$ cat config.mk
export PLATFORM = sky130hd
export DESIGN_NAME = usb_rx_endpoint_ctrl
export DESIGN_NICKNAME = d
export VERILOG_FILES = /design/src/hw/usb_rx_pkg.sv /design/src/hw/usb_rx_endpoint_ctrl.sv
export VERILOG_INCLUDE_DIRS = /design/src /design/src/hw
export SDC_FILE = /design/constraint.sdc
export NUM_CORES = 1
export LEC_CHECK = 0
export ABC_CLOCK_PERIOD_IN_PS = 4500
export BUFFER_PORTS_ARGS = -buffer_cell sky130_fd_sc_hd__buf_2
export CAP_MARGIN = 20
export CORE_ASPECT_RATIO = 1.1
export CORE_MARGIN = 2
export CORE_UTILIZATION = 42
export DETAILED_ROUTE_END_ITERATION = 10
export SLEW_MARGIN = 20
export SYNTH_ARGS = -nofsm -noshare
export SYNTH_HDL_FRONTEND = slang
export SYNTH_SLANG_ARGS = --single-unit
$ cat constraint.sdc
create_clock -name ref_clk -period 4.5 [get_ports ref_clk]
set_clock_uncertainty 0.2 [all_clocks]
set_input_delay 0.225 -clock ref_clk [delete_from_list [all_inputs] [get_ports ref_clk]]
set_output_delay 0.225 -clock ref_clk [all_outputs]
set_load 0.01 [all_outputs]
$ cat src/hw/usb_rx_defs.svh
// constants for the receive endpoint control block: map, fields, sizes
// assumes an 8-bit register port with a 6-bit address space
`ifndef USB_RX_DEFS_SVH
`define USB_RX_DEFS_SVH
`define RX_NUM_EP 3
`define RX_FIFO_W 8
`define RX_FIFO_DEPTH 8
`define RX_FIFO_CW 4
`define RX_ADDR_W 6
`define RX_BASE0 6'h2C
`define ST_ERR 7
`define ST_SETUP 6
`define ST_TOGGLE 5
`define ST_LAST 4
`define CMD_EN 0
`define CMD_IGN 2
`define CMD_FLUSH 3
`define CMD_WL_LO 5
`define CMD_WL_HI 6
`define EPC_ISO 5
`define EPC_STALL 7
`define WARN_L1 5'h04
`define WARN_L2 5'h08
`define WARN_L3 5'h10
`define PID_DATA1 8'h4B
`define CNT_MAX 4'hF
`endif

$ cat src/hw/usb_rx_pkg.sv
// types shared by the receive endpoint control block
// assumes usb_rx_defs.svh is on the include path
package usb_rx_pkg;
  `include "usb_rx_defs.svh"
  typedef enum logic [1:0] {TOK_OUT, TOK_SETUP, TOK_OTHER} tokKind_t;
  typedef enum logic [1:0] {HS_ACK, HS_NAK, HS_STALL} hsCode_t;
  typedef enum logic [1:0] {REG_CTL, REG_DATA, REG_STAT, REG_CMD} regKind_t;
  typedef enum logic {RX_IDLE, RX_BUSY} rxPhase_t;
  typedef struct packed {logic valid; tokKind_t kind; logic [1:0] ep;} token_t;
  typedef struct packed {logic byteValid; logic [7:0] data; logic endValid; logic mediaErr;} rxBeat_t;
  typedef struct packed {logic valid; hsCode_t code;} handshake_t;
  typedef struct packed {logic err; logic setup; logic toggle; logic last;} rxStat_t;
  typedef struct packed {logic hit; logic [1:0] ep; regKind_t kind;} regSel_t;
  typedef struct packed {
    logic [7:0] epc;
    logic rxEn;
    logic ignSetup;
    logic [1:0] warnLvl;
    logic flushPend;
    rxStat_t stat;
    rxStat_t stat2;
    logic stat2Valid;
    logic zlpHeld;
    logic setupHeld;
    logic [4:0] warnCnt;
  } epState_t;
  typedef struct packed {
    rxPhase_t phase;
    logic [1:0] ep;
    logic isSetup;
    logic accept;
    handshake_t endHs;
    logic gotPid;
    logic pidData1;
    logic [1:0] held;
    logic [1:0][7:0] dly;
    logic [6:0] bytes;
  } rxState_t;
endpackage
$ cat src/hw/usb_rx_endpoint_ctrl.sv
// receive endpoint control: status, command and data registers of three
// receive endpoints, packet reception from the serial engine, 8-word fifos
// assumes the serial engine delivers token, PID, payload, CRC16 in order and
// honours linkReady; register port is 8-bit, one access per cycle
`timescale 1ns/1ns
`include "usb_rx_defs.svh"

module rx_byte_fifo #(
  parameter int W = 8,
  parameter int DEPTH = 8
) (
  input wire logic ref_clk, // device clock
  input wire logic rstn, // synchronous reset, active low
  input wire logic flush, // drop contents, reset pointers
  input wire logic inValid, // write strobe
  output logic inReady, // space available
  input wire logic [W-1:0] inData, // write byte
  output logic outValid, // data available
  input wire logic outReady, // pop strobe
  output logic [W-1:0] outData, // head of fifo
  output logic [$clog2(DEPTH+1)-1:0] count // words held
);
  localparam int AW = $clog2(DEPTH);
  localparam int CW = $clog2(DEPTH+1);
  typedef struct packed {
    logic [DEPTH-1:0][W-1:0] mem;
    logic [AW-1:0] wp;
    logic [AW-1:0] rp;
    logic [CW-1:0] cnt;
  } fifoState_t;
  fifoState_t s_q, s_d;
  logic doPush, doPop;

  assign inReady = s_q.cnt != CW'(DEPTH);
  assign outValid = s_q.cnt != '0;
  assign outData = s_q.mem[s_q.rp];
  assign count = s_q.cnt;

  always_comb
  begin
    s_d = s_q;
    doPush = inValid && inReady;
    doPop = outReady && outValid;
    if (doPush)
    begin
      s_d.mem[s_q.wp] = inData;
      s_d.wp = (s_q.wp == AW'(DEPTH-1)) ? '0 : s_q.wp + 1'b1;
    end
    if (doPop)
      s_d.rp = (s_q.rp == AW'(DEPTH-1)) ? '0 : s_q.rp + 1'b1;
    s_d.cnt = s_q.cnt + CW'(doPush) - CW'(doPop);
    if (flush)
    begin
      s_d.wp = '0;
      s_d.rp = '0;
      s_d.cnt = '0;
    end
  end

  always_ff @(posedge ref_clk)
  begin
    if (!rstn)
      s_q <= '0;
    else
      s_q <= s_d;
  end
endmodule

module usb_rx_endpoint_ctrl
  import usb_rx_pkg::*;
(
  input wire logic ref_clk, // device clock, 50 MHz
  input wire logic rstn, // synchronous reset, active low
  input wire logic [`RX_ADDR_W-1:0] regAddr, // register address
  input wire logic regWrEn, // write strobe, one cycle
  input wire logic regRdEn, // read strobe, one cycle
  input wire logic [7:0] regWrData, // write data
  output logic [7:0] regRdData, // read data, valid cycle after strobe
  input wire token_t tokIn, // token from the serial engine
  input wire rxBeat_t beatIn, // PID/payload/CRC bytes and packet end
  input wire logic frameNumberLowBit, // frame_number_low bit 0
  output logic linkReady, // engine may send a byte this cycle
  output handshake_t hsOut, // handshake to send, one-cycle pulse
  output logic [`RX_NUM_EP-1:0] receiveWarningEvent // pulse per endpoint
);
  localparam int N = `RX_NUM_EP;
  localparam int CW = `RX_FIFO_CW;

  typedef struct packed {
    epState_t [N-1:0] ep;
    rxState_t rx;
    logic [7:0] rdData;
    logic ready;
    handshake_t hs;
    logic [N-1:0] warnEvt;
  } top_t;
  top_t s_q, s_d;

  logic [N-1:0] push, pop, flush, fifoValid, fifoInReady;
  logic [7:0] pushData;
  logic [N-1:0][7:0] fifoOut;
  logic [N-1:0][CW-1:0] fifoCount;

  function automatic regSel_t decodeAddr(input logic [`RX_ADDR_W-1:0] a);
    regSel_t r;
    logic [`RX_ADDR_W-1:0] off;
    off = a - `RX_BASE0;
    r.hit = (a >= `RX_BASE0) && !off[5] && !off[2] && (off[4:3] != 2'h3);
    r.ep = off[4:3];
    r.kind = regKind_t'(off[1:0]);
    return r;
  endfunction

  function automatic logic [4:0] warnLimit(input logic [1:0] lvl);
    logic [4:0] l;
    unique case (lvl)
      2'h1: l = `WARN_L1;
      2'h2: l = `WARN_L2;
      2'h3: l = `WARN_L3;
      2'h0: l = 5'h00;
    endcase
    return l;
  endfunction

  genvar g;
  generate
    for (g = 0; g < N; g++)
    begin : gFifo
      rx_byte_fifo #(.W(`RX_FIFO_W), .DEPTH(`RX_FIFO_DEPTH)) uFifo (
        .ref_clk(ref_clk),
        .rstn(rstn),
        .flush(flush[g]),
        .inValid(push[g]),
        .inReady(fifoInReady[g]),
        .inData(pushData),
        .outValid(fifoValid[g]),
        .outReady(pop[g]),
        .outData(fifoOut[g]),
        .count(fifoCount[g])
      );
    end
  endgenerate

  always_comb
  begin
    regSel_t sel;
    epState_t e;
    logic [6:0] nBytes;
    logic [CW-1:0] cnt;
    logic [CW:0] nc;
    logic [4:0] lim;
    logic tog;
    s_d = s_q;
    sel = decodeAddr(regAddr);
    e = s_q.ep[0];
    nBytes = '0;
    cnt = '0;
    nc = '0;
    lim = '0;
    tog = 1'b0;
    s_d.hs.valid = 1'b0;
    s_d.warnEvt = '0;
    push = '0;
    pop = '0;
    flush = '0;
    pushData = s_q.rx.dly[0];

    // register writes
    if (regWrEn && sel.hit)
    begin
      unique case (sel.kind)
        REG_CTL: s_d.ep[sel.ep].epc = regWrData;
        REG_CMD:
        begin
          s_d.ep[sel.ep].rxEn = regWrData[`CMD_EN];
          s_d.ep[sel.ep].ignSetup = regWrData[`CMD_IGN];
          s_d.ep[sel.ep].warnLvl = regWrData[`CMD_WL_HI:`CMD_WL_LO];
          s_d.ep[sel.ep].warnCnt = '0; // count only bytes after the level is set
          if (regWrData[`CMD_FLUSH])
            s_d.ep[sel.ep].flushPend = 1'b1;
        end
        REG_DATA, REG_STAT: ;
      endcase
    end

    // register reads; clear-on-read first so hardware sets below win
    if (regRdEn && sel.hit)
    begin
      e = s_q.ep[sel.ep];
      cnt = fifoCount[sel.ep];
      unique case (sel.kind)
        REG_CTL: s_d.rdData = e.epc;
        REG_DATA:
        begin
          s_d.rdData = fifoOut[sel.ep];
          pop[sel.ep] = fifoValid[sel.ep];
        end
        REG_STAT:
        begin
          s_d.rdData = {e.stat, (cnt > 4'(`CNT_MAX)) ? `CNT_MAX : cnt};
          if (e.stat2Valid)
          begin
            s_d.ep[sel.ep].stat = e.stat2;
            s_d.ep[sel.ep].stat2Valid = 1'b0;
          end
          else
            s_d.ep[sel.ep].stat = '0;
          s_d.ep[sel.ep].zlpHeld = 1'b0;
        end
        REG_CMD:
          s_d.rdData = {1'b0, e.warnLvl, 1'b0, e.flushPend, e.ignSetup, 1'b0, e.rxEn};
      endcase
    end
    else if (regRdEn)
      s_d.rdData = 8'h00;

    // token handling; tokens during a packet are ignored
    if (tokIn.valid && s_q.rx.phase == RX_IDLE && tokIn.ep != 2'h3)
    begin
      e = s_q.ep[tokIn.ep];
      s_d.rx.ep = tokIn.ep;
      s_d.rx.isSetup = tokIn.kind == TOK_SETUP;
      s_d.rx.gotPid = 1'b0;
      s_d.rx.held = '0;
      s_d.rx.bytes = '0;
      s_d.rx.accept = 1'b0;
      s_d.rx.endHs = '0;
      unique case (tokIn.kind)
        TOK_SETUP:
        begin
          if (!e.ignSetup)
          begin
            s_d.rx.phase = RX_BUSY;
            if (e.setupHeld)
              s_d.rx.endHs = '{valid: 1'b1, code: HS_ACK};
            else if (e.flushPend)
              s_d.rx.endHs = '0;
            else
              s_d.rx.accept = 1'b1;
          end
        end
        TOK_OUT:
        begin
          s_d.ep[tokIn.ep].setupHeld = 1'b0;
          if (e.epc[`EPC_STALL])
          begin
            s_d.hs = '{valid: 1'b1, code: HS_STALL};
            s_d.ep[tokIn.ep].rxEn = 1'b0;
          end
          else
          begin
            s_d.rx.phase = RX_BUSY;
            s_d.rx.accept = e.rxEn && !e.flushPend;
            s_d.rx.endHs = '{valid: 1'b1, code: HS_NAK};
          end
        end
        TOK_OTHER: s_d.ep[tokIn.ep].setupHeld = 1'b0;
      endcase
    end

    // data bytes: first is the PID, last two (CRC16) never reach the fifo
    if (beatIn.byteValid && s_q.rx.phase == RX_BUSY)
    begin
      if (!s_q.rx.gotPid)
      begin
        s_d.rx.gotPid = 1'b1;
        s_d.rx.pidData1 = beatIn.data == `PID_DATA1;
      end
      else if (s_q.rx.accept)
      begin
        if (s_q.rx.held == 2'h2)
        begin
          push[s_q.rx.ep] = fifoInReady[s_q.rx.ep];
          s_d.rx.bytes = s_q.rx.bytes + 7'h01;
          s_d.rx.dly[0] = s_q.rx.dly[1];
          s_d.rx.dly[1] = beatIn.data;
        end
        else
        begin
          s_d.rx.dly[s_q.rx.held[0]] = beatIn.data;
          s_d.rx.held = s_q.rx.held + 2'h1;
        end
      end
    end

    // packet end
    if (beatIn.endValid && s_q.rx.phase == RX_BUSY)
    begin
      s_d.rx.phase = RX_IDLE;
      e = s_q.ep[s_q.rx.ep];
      nBytes = s_d.rx.bytes;
      if (beatIn.mediaErr)
      begin
        if (s_q.rx.accept)
          s_d.ep[s_q.rx.ep].stat.err = 1'b1;
      end
      else if (s_q.rx.accept)
      begin
        if (e.epc[`EPC_ISO])
          tog = frameNumberLowBit;
        else if (nBytes != '0)
          tog = s_q.rx.pidData1;
        else
          tog = s_d.ep[s_q.rx.ep].stat.toggle;
        if (s_q.rx.isSetup && nBytes != '0 && e.zlpHeld)
        begin
          s_d.ep[s_q.rx.ep].stat2 = '{err: 1'b0, setup: 1'b1, toggle: tog, last: 1'b1};
          s_d.ep[s_q.rx.ep].stat2Valid = 1'b1;
        end
        else
        begin
          s_d.ep[s_q.rx.ep].stat.toggle = tog;
          if (s_q.rx.isSetup)
            s_d.ep[s_q.rx.ep].stat.setup = 1'b1;
          if (nBytes != '0)
            s_d.ep[s_q.rx.ep].stat.last = 1'b1;
          else
            s_d.ep[s_q.rx.ep].zlpHeld = 1'b1;
        end
        s_d.ep[s_q.rx.ep].setupHeld = s_q.rx.isSetup;
        s_d.ep[s_q.rx.ep].rxEn = 1'b0;
        s_d.hs = '{valid: 1'b1, code: HS_ACK};
      end
      else if (s_q.rx.endHs.valid)
        s_d.hs = s_q.rx.endHs;
    end

    // deferred flush and warning counting per endpoint
    for (int i = 0; i < N; i++)
    begin
      if (s_q.ep[i].flushPend && !(s_q.rx.phase == RX_BUSY && s_q.rx.ep == 2'(i)))
      begin
        flush[i] = 1'b1;
        s_d.ep[i].flushPend = 1'b0;
        s_d.ep[i].warnCnt = '0;
        s_d.ep[i].setupHeld = 1'b0;
        s_d.ep[i].zlpHeld = 1'b0;
      end
      lim = warnLimit(s_q.ep[i].warnLvl);
      if (push[i] && lim != '0 && s_q.ep[i].warnCnt < lim)
      begin
        s_d.ep[i].warnCnt = s_q.ep[i].warnCnt + 5'h01;
        if (s_q.ep[i].warnCnt + 5'h01 == lim)
          s_d.warnEvt[i] = 1'b1;
      end
    end

    // registered ready: space in the fifo the engine is writing next cycle
    nc = {1'b0, fifoCount[s_d.rx.ep]} + (CW+1)'(push[s_d.rx.ep])
      - (CW+1)'(pop[s_d.rx.ep]);
    if (flush[s_d.rx.ep])
      nc = '0;
    s_d.ready = !(s_d.rx.phase == RX_BUSY && s_d.rx.accept)
      || nc < (CW+1)'(`RX_FIFO_DEPTH);
  end

  always_ff @(posedge ref_clk)
  begin
    if (!rstn)
      s_q <= '0;
    else
      s_q <= s_d;
  end

  assign regRdData = s_q.rdData;
  assign linkReady = s_q.ready;
  assign hsOut = s_q.hs;
  assign receiveWarningEvent = s_q.warnEvt;
endmodule

== After elaboration in Yosys (flattened, before gate mapping) ==
Cells that the tools add are included.
Word-level totals
  register bits: 359
  bits of input ports: 35
  output and inout port bits: 15
  logic and storage cells: 449
Operators by class
  $add $sub $neg: 20
  $lt $le $gt $ge: 24
  equality and inequality tests: 32
  multiplexer cells: 194
  bitwise operators: 5
  reduce and logical (&&, ||, !) cells: 71
Operators by type and width (number)
  $bwmux 87: 21
  $mux 87: 21
  $demux 29 s2: 20
  $pmux 87 s2: 2
  $bmux 29 s2: 4
  $bwmux 64: 3
  $mux 8: 12
  $mux 96: 1
  $mux 88: 1
  $mux 29: 3
  $bmux 8 s3: 3
  $demux 8 s3: 3
  $mux 21: 3
  $mux 3: 20
  $pmux 5 s4: 3
  $mux 27: 2
  $mux 25: 2
  $mux 16: 3
  $mux 5: 8
  $logic_and 1x1->1: 38
  $pmux 8 s4: 1
  $mux 14: 2
  $mux 7: 4
  $lt 3x4->1 const B: 6
  55 further kinds: 160

== Logic depth before layout (Yosys ltp) ==
  depth in word-level cells: 55
  depth in mapped cells: 14
  depth with buffers taken out: 14

== Cells and area by module ==
Synthesis repeated with hierarchy kept, for this count alone.
Unflattened totals
  cell total of the unflattened synthesis: 1966
  area total of the unflattened synthesis: 18457.7 µm²
Modules (own cells, without submodules)
  usb_rx_endpoint_ctrl: instances 1, cells each 996, area each 8018.9 µm², sequential area each 2722.6 µm²
  rx_byte_fifo at gFifo[0].uFifo ...: instances 2, cells each 323, area each 3482.1 µm², sequential area each 1481.4 µm²
  rx_byte_fifo at gFifo[2].uFifo: instances 1, cells each 324, area each 3474.6 µm², sequential area each 1481.4 µm²

== Worst setup path after synthesis ==
OpenSTA, ideal clock, no wires.
  kind: input-to-reg
  from: in regAddr[2]
  to: reg s_q, in the netlist linkReady
  arrival: 3.289 ns
  required time: 4.180 ns
  setup slack: 0.892 ns
  stages: 14
  buffers on the path: 0
  cells stage by stage: ha_1 a21boi_0 o211a_1 nand3_1 a311oi_2 mux2i_1 o22ai_1 ha_1 inv_1 ha_1 and3b_1 a221o_1 and3_1 o31a_1
Between the ends
  cells in the longest elaborated chain, start to end: 14
  elaborated cells between the ends (all ways): 25
  those cells by class: 2 x add/sub; 4 x order compare; 1 x eq/ne; 9 x mux; 1 x bitwise; 8 x reduce/logical
RTL lines
  from (decl): line usb_rx_endpoint_ctrl.sv:74  | input wire logic [`RX_ADDR_W-1:0] regAddr,
  $sub 6x6->6 (no line)
  $lt 2x3->1 (not written as such) or $ge 2x1->1 (tied branches): line usb_rx_endpoint_ctrl.sv:196  | pop[sel.ep] = fifoValid[sel.ep];
  $logic_and 1x1->1 (not written as such): line usb_rx_endpoint_ctrl.sv:196
  $mux 1 (not written as such): line usb_rx_endpoint_ctrl.sv:196
  $demux 1 s2: line usb_rx_endpoint_ctrl.sv:196
  $and 3x3->3 (no line)
  $mux 3: line usb_rx_endpoint_ctrl.sv:191  | unique case (sel.kind)
  $mux 3 *: line usb_rx_endpoint_ctrl.sv:187  | if (regRdEn && sel.hit)
  $bmux 1 s2 *: line usb_rx_endpoint_ctrl.sv:350  | - (CW+1)'(pop[s_d.rx.ep]);
  $mux 1 (not written as such) *: line usb_rx_endpoint_ctrl.sv:350
  $sub 5x1->5 *: line usb_rx_endpoint_ctrl.sv:350
  $mux 5 *: line usb_rx_endpoint_ctrl.sv:351  | if (flush[s_d.rx.ep])
  $lt 5x4->1 *: line usb_rx_endpoint_ctrl.sv:354  | || nc < (CW+1)'(`RX_FIFO_DEPTH);
  $logic_or 1x1->1 *: line usb_rx_endpoint_ctrl.sv:353  | s_d.ready = !(s_d.rx.phase == RX_BUSY && s_d.rx.accept)
  to (signal assigned): line usb_rx_endpoint_ctrl.sv:360  | s_q <= '0;
  to (signal assigned): line usb_rx_endpoint_ctrl.sv:362  | s_q <= s_d;
  to (decl): line usb_rx_endpoint_ctrl.sv:97  | top_t s_q, s_d;
Every way passes the cells marked *; elsewhere a longest branch is shown, timed or not. The select of a mux whose other input is x is not followed.
A chain may end at the register's enable or synchronous reset.

== Worst setup path in the final report ==
Ends and elaborated chain as after synthesis.

==> flow_summary.yaml <==
outcome:
  status: "finished, violations left"
  violations: "negative hold slack"
grt:
  grt_max_degree: 195
  grt_first_pass_wirelength_mm: 73.7
  antenna_found_initial: 0
  grt_pass1_vias: 13500
  grt.total_usage: 0.213
  grt_remaining_overflow: 0
logic_synthesis:
  synth_mux_area_frac: 0.213
  ys_async_sr_fraction: 0
  synth_cells: 1915
  synth_xor_area_frac: 0.00988
  yosysWarningCount: 0
  yosys.cell_types.count: 81
  synthFlopType: "dfxtp_1"
  ys_seq_area_frac: 0.404
  netlist_area_sq_um: 17700
  synth_nets: 2003
  synth_seq_cells: 358
  avgSynthCellArea_sq_um: 9.26
  synth_top_family_by_area: "multiplexers"
  synth_compound_area_frac: 0.108
  synth_adder_area_share: 0.0387
  yosys.area_share.simple: 0.178
  synth_edf_count: 0
clocking:
  clockBufferDepth: 3
  htreeDepth: 2
  clock_latency_ns: 0.54
  cts-root-buf: "clkbuf_16"
  clock-sinks: 358
  cts_buffers: 40
  cts_tree: "yes"
  path_clk_slew_ns: 0.06
  cts-resized-gates: 0
worst_setup_path:
  cp-end-kind: "flip-flop"
  r2r_cells: 9
  path_class: "in2reg"
  r2r_setup_slack_ns: 1.08
  crit_required_ns: 4.72
  crit_arrival_ns: 3.74
  worstReg2RegStart: "gFifo[2].uFifo.count[2]"
  cp_max_fo: 5
  regToRegEndpoint: "s_q[54]"
  cp-start-kind: "input port"
drt:
  avgViaCountPerCell: 5.53
  firstDrtPassIters: 5
  dr_total_vias: 13800
  ant_nets: 0
  drt_iter0_markers: 960
  wl_per_cell_um: 18.5
  drc: 0
  routed_wl_mm: 46.1
layout:
  final_layout_size_suffix_gt1_frac: 0.131
  fill_cells: 3896
  syn_to_final_growth_pct: 11.5
  n_antenna_cell: 0
  multi_input_area_sq_um: 9770
  final_core_util: 0.477
  nNetsFinal: 1999
  register_area_sq_um: 7170
floorplanning:
  die_y_um: 219
  start_util: 0.427
  die_x_um: 200
  die_area_sq_um: 43900
  ios: 50
  rows: 78
  core-area_sq_um: 41500
sta:
  drv_slew: 0
  fin_crit_ns: 3.52
  rsz0062_at_grt: "false"
  max_freq_mhz: 284
  setup_tns_ns: 0
  fin_crit_sh: 0.782
  whs_ns: -0.00322
  setup_violations: 0
  max-slew-margin-rel: 0.273
  worst_pin_slew_ns: 1.09
  final-hold-violation-count: 1
pwr:
  peakVddDrop_v: 0.000236
  power.leakage_nw: 6.75
  power_density_nw_per_um2: 329
min_path:
  hp-start: "frameNumberLowBit"
  holdPathEnd: "s_q[88]"
  hold_depth: 4
  min_path_type: "in2reg"
place:
  gp_congestion: 0.856
  numPortBuffers: 49
  hpwl_mm: 31.7
run:
  maxCapViolations: 0
routing by layer:
| metal | up-vias | track usage | routed length, um | part of all wire |
|---|---|---|---|---|
| met5 | - | 0 | 0 | 0 |
| met4 | 0 | 0.0728 | 1400 | 0.030 |
| met3 | 83 | 0.0295 | 1820 | 0.040 |
| met2 | 295 | 0.370 | 22800 | 0.49 |
| met1 | 6665 | 0.271 | 20100 | 0.44 |
| li1 | 6737 | - | - | - |
power by group:
part	switching [mW]	total, mW	internal (mW)
sequential	0.00858	3.18	3.17
clock	1.28	3.03	1.75
combinational	0.211	0.292	0.0812
total	1.50	6.51	5.01
what timing repair did:
item,4_1_cts,5_1_grt
hold buffers,24,0
buffers inserted,0,0
endpoints found under the hold margin,63,0
critical path, stage by stage:
cell,delay (ns)
buf_2,0.12
ha_1,0.30
a21boi_0,0.36
o211a_1,0.33
nand3_1,0.22
a311oi_2,0.31
buf_4,0.19
mux2i_1,0.09
o22ai_1,0.16
ha_1,0.17
inv_1,0.05
ha_1,0.25
and3b_1,0.17
a221o_1,0.34
and3_1,0.20
o31a_1,0.24
cells in the mapped netlist, types with 5 or more instances:
library cell	count	area, sq um
mux4_2	48	1080
clkbuf_2	8	40.0
a211oi_1	11	82.6
nor3_1	19	95.1
o22ai_1	9	56.3
xnor2_1	8	70.1
buf_1	7	26.3
o211ai_1	5	37.5
nor3_4	6	97.6
mux2_2	15	169
nor2_1	358	1340
a31oi_1	23	144
nor4b_1	7	61.3
nand4_1	6	37.5
nand3b_1	7	52.6
a21oi_1	82	410
o21a_1	5	37.5
nand2_1	140	526
dfxtp_1	358	7170
o21ai_0	57	285
nand2b_1	5	31.3
o21ai_1	8	40.0
clkbuf_1	96	360
buf_4	15	113
a22oi_1	47	353
a32oi_1	5	43.8
nor4_1	7	43.8
o2111ai_1	6	52.6
inv_1	37	139
buf_2	30	150
and2_1	11	68.8
mux2i_1	253	2530
and3_1	19	119
ha_1	50	626
nor2b_1	12	75.1
nor3b_1	12	90.1
xor2_1	7	61.3
a211oi_2	7	87.6
nand3_1	36	180
state kept, by name, summed over array words and instances (netlist names):
| register | cells |
|---|---|
| s_q | 113 |
| gFifo.uFifo.count | 12 |
| linkReady | 1 |
| gFifo.uFifo.s_q | 210 |
| receiveWarningEvent | 3 |
| hsOut | 3 |
| regRdData | 8 |
| pushData | 8 |
cell usage in the layout, fill, tap and decap left out, types with 6 or more instances in the layout:
| cell type | synthesis | final |
|---|---|---|
| nor3_4 | 6 | 6 |
| and3_1 | 19 | 19 |
| clkinv_2 | 0 | 7 |
| inv_1 | 37 | 37 |
| nor3b_1 | 12 | 12 |
| o21ai_1 | 8 | 8 |
| o2111ai_1 | 6 | 6 |
| dlygate4sd3_1 | 0 | 24 |
| clkbuf_8 | 0 | 8 |
| nand3_1 | 36 | 36 |
| nand4_1 | 6 | 6 |
| clkbuf_1 | 96 | 7 |
| clkbuf_16 | 0 | 40 |
| a211oi_2 | 7 | 7 |
| ha_1 | 50 | 50 |
| xnor2_1 | 8 | 8 |
| xor2_1 | 7 | 7 |
| nor2b_1 | 12 | 12 |
| a22oi_1 | 47 | 47 |
| nand2_1 | 140 | 140 |
| mux2i_1 | 253 | 253 |
| a211oi_1 | 11 | 11 |
| and2_1 | 11 | 11 |
| a21oi_1 | 82 | 82 |
| mux4_2 | 48 | 48 |
| nor2_1 | 358 | 358 |
| nor4b_2 | 0 | 6 |
| buf_2 | 30 | 49 |
| o22ai_1 | 9 | 9 |
| a31oi_1 | 23 | 23 |
| nor3_1 | 19 | 19 |
| nor4_1 | 7 | 7 |
| nand3b_1 | 7 | 7 |
| buf_4 | 15 | 36 |
| dfxtp_1 | 358 | 354 |
| mux2_2 | 15 | 15 |
| o21ai_0 | 57 | 57 |
stage by stage:
stage,instance area (sq um),power (mW),setup slack [ns],hold slack [ns],instances
floorplan,17700,3.42,0.892,0.170,1915
CTS,19800,6.57,1.05,0.000536,2493
detailed placement,18300,3.52,0.495,0.226,2405
global route,19800,6.74,0.792,0.0358,2493
finish,19800,6.51,0.980,-0.00322,2493
global placement,18300,3.52,0.581,0.224,2405
cell type report:
class | count | area share
repair buffers | 110 | 0.0392
inverters | 40 | 0.00797
clock inverters | 9 | 0.00304
multi-input cells | 1361 | 0.494
clock buffers | 55 | 0.0575
well taps | 560 | 0.0354
flip-flops and latches | 358 | 0.363
cell families (layout without fill, tap and decap cells):
| logic type | Yosys count | count (layout) |
|---|---|---|
| AOI/OAI and AO/OA | 295 | 295 |
| DFF | 358 | 358 |
| and+or+nand+nor | 680 | 680 |
| muxes | 316 | 316 |
| buffers and inverters | 196 | 214 |
| adders and majority gates | 53 | 53 |
| xor gates and xnor gates | 17 | 17 |
worst max path at each step:
| stage | from | to | slack, ns | cells after the start |
|---|---|---|---|---|
| floorplan | regAddr[2] | linkReady | 0.89 | 14 |
| global placement | regAddr[2] | linkReady | 0.58 | 16 |
| detailed placement | regAddr[2] | linkReady | 0.49 | 16 |
| CTS | regAddr[2] | linkReady | 1.05 | 16 |
| global route | regAddr[2] | linkReady | 0.79 | 16 |
| finish | regAddr[2] | linkReady | 0.98 | 16 |
Power figures use the tool's default switching activity.
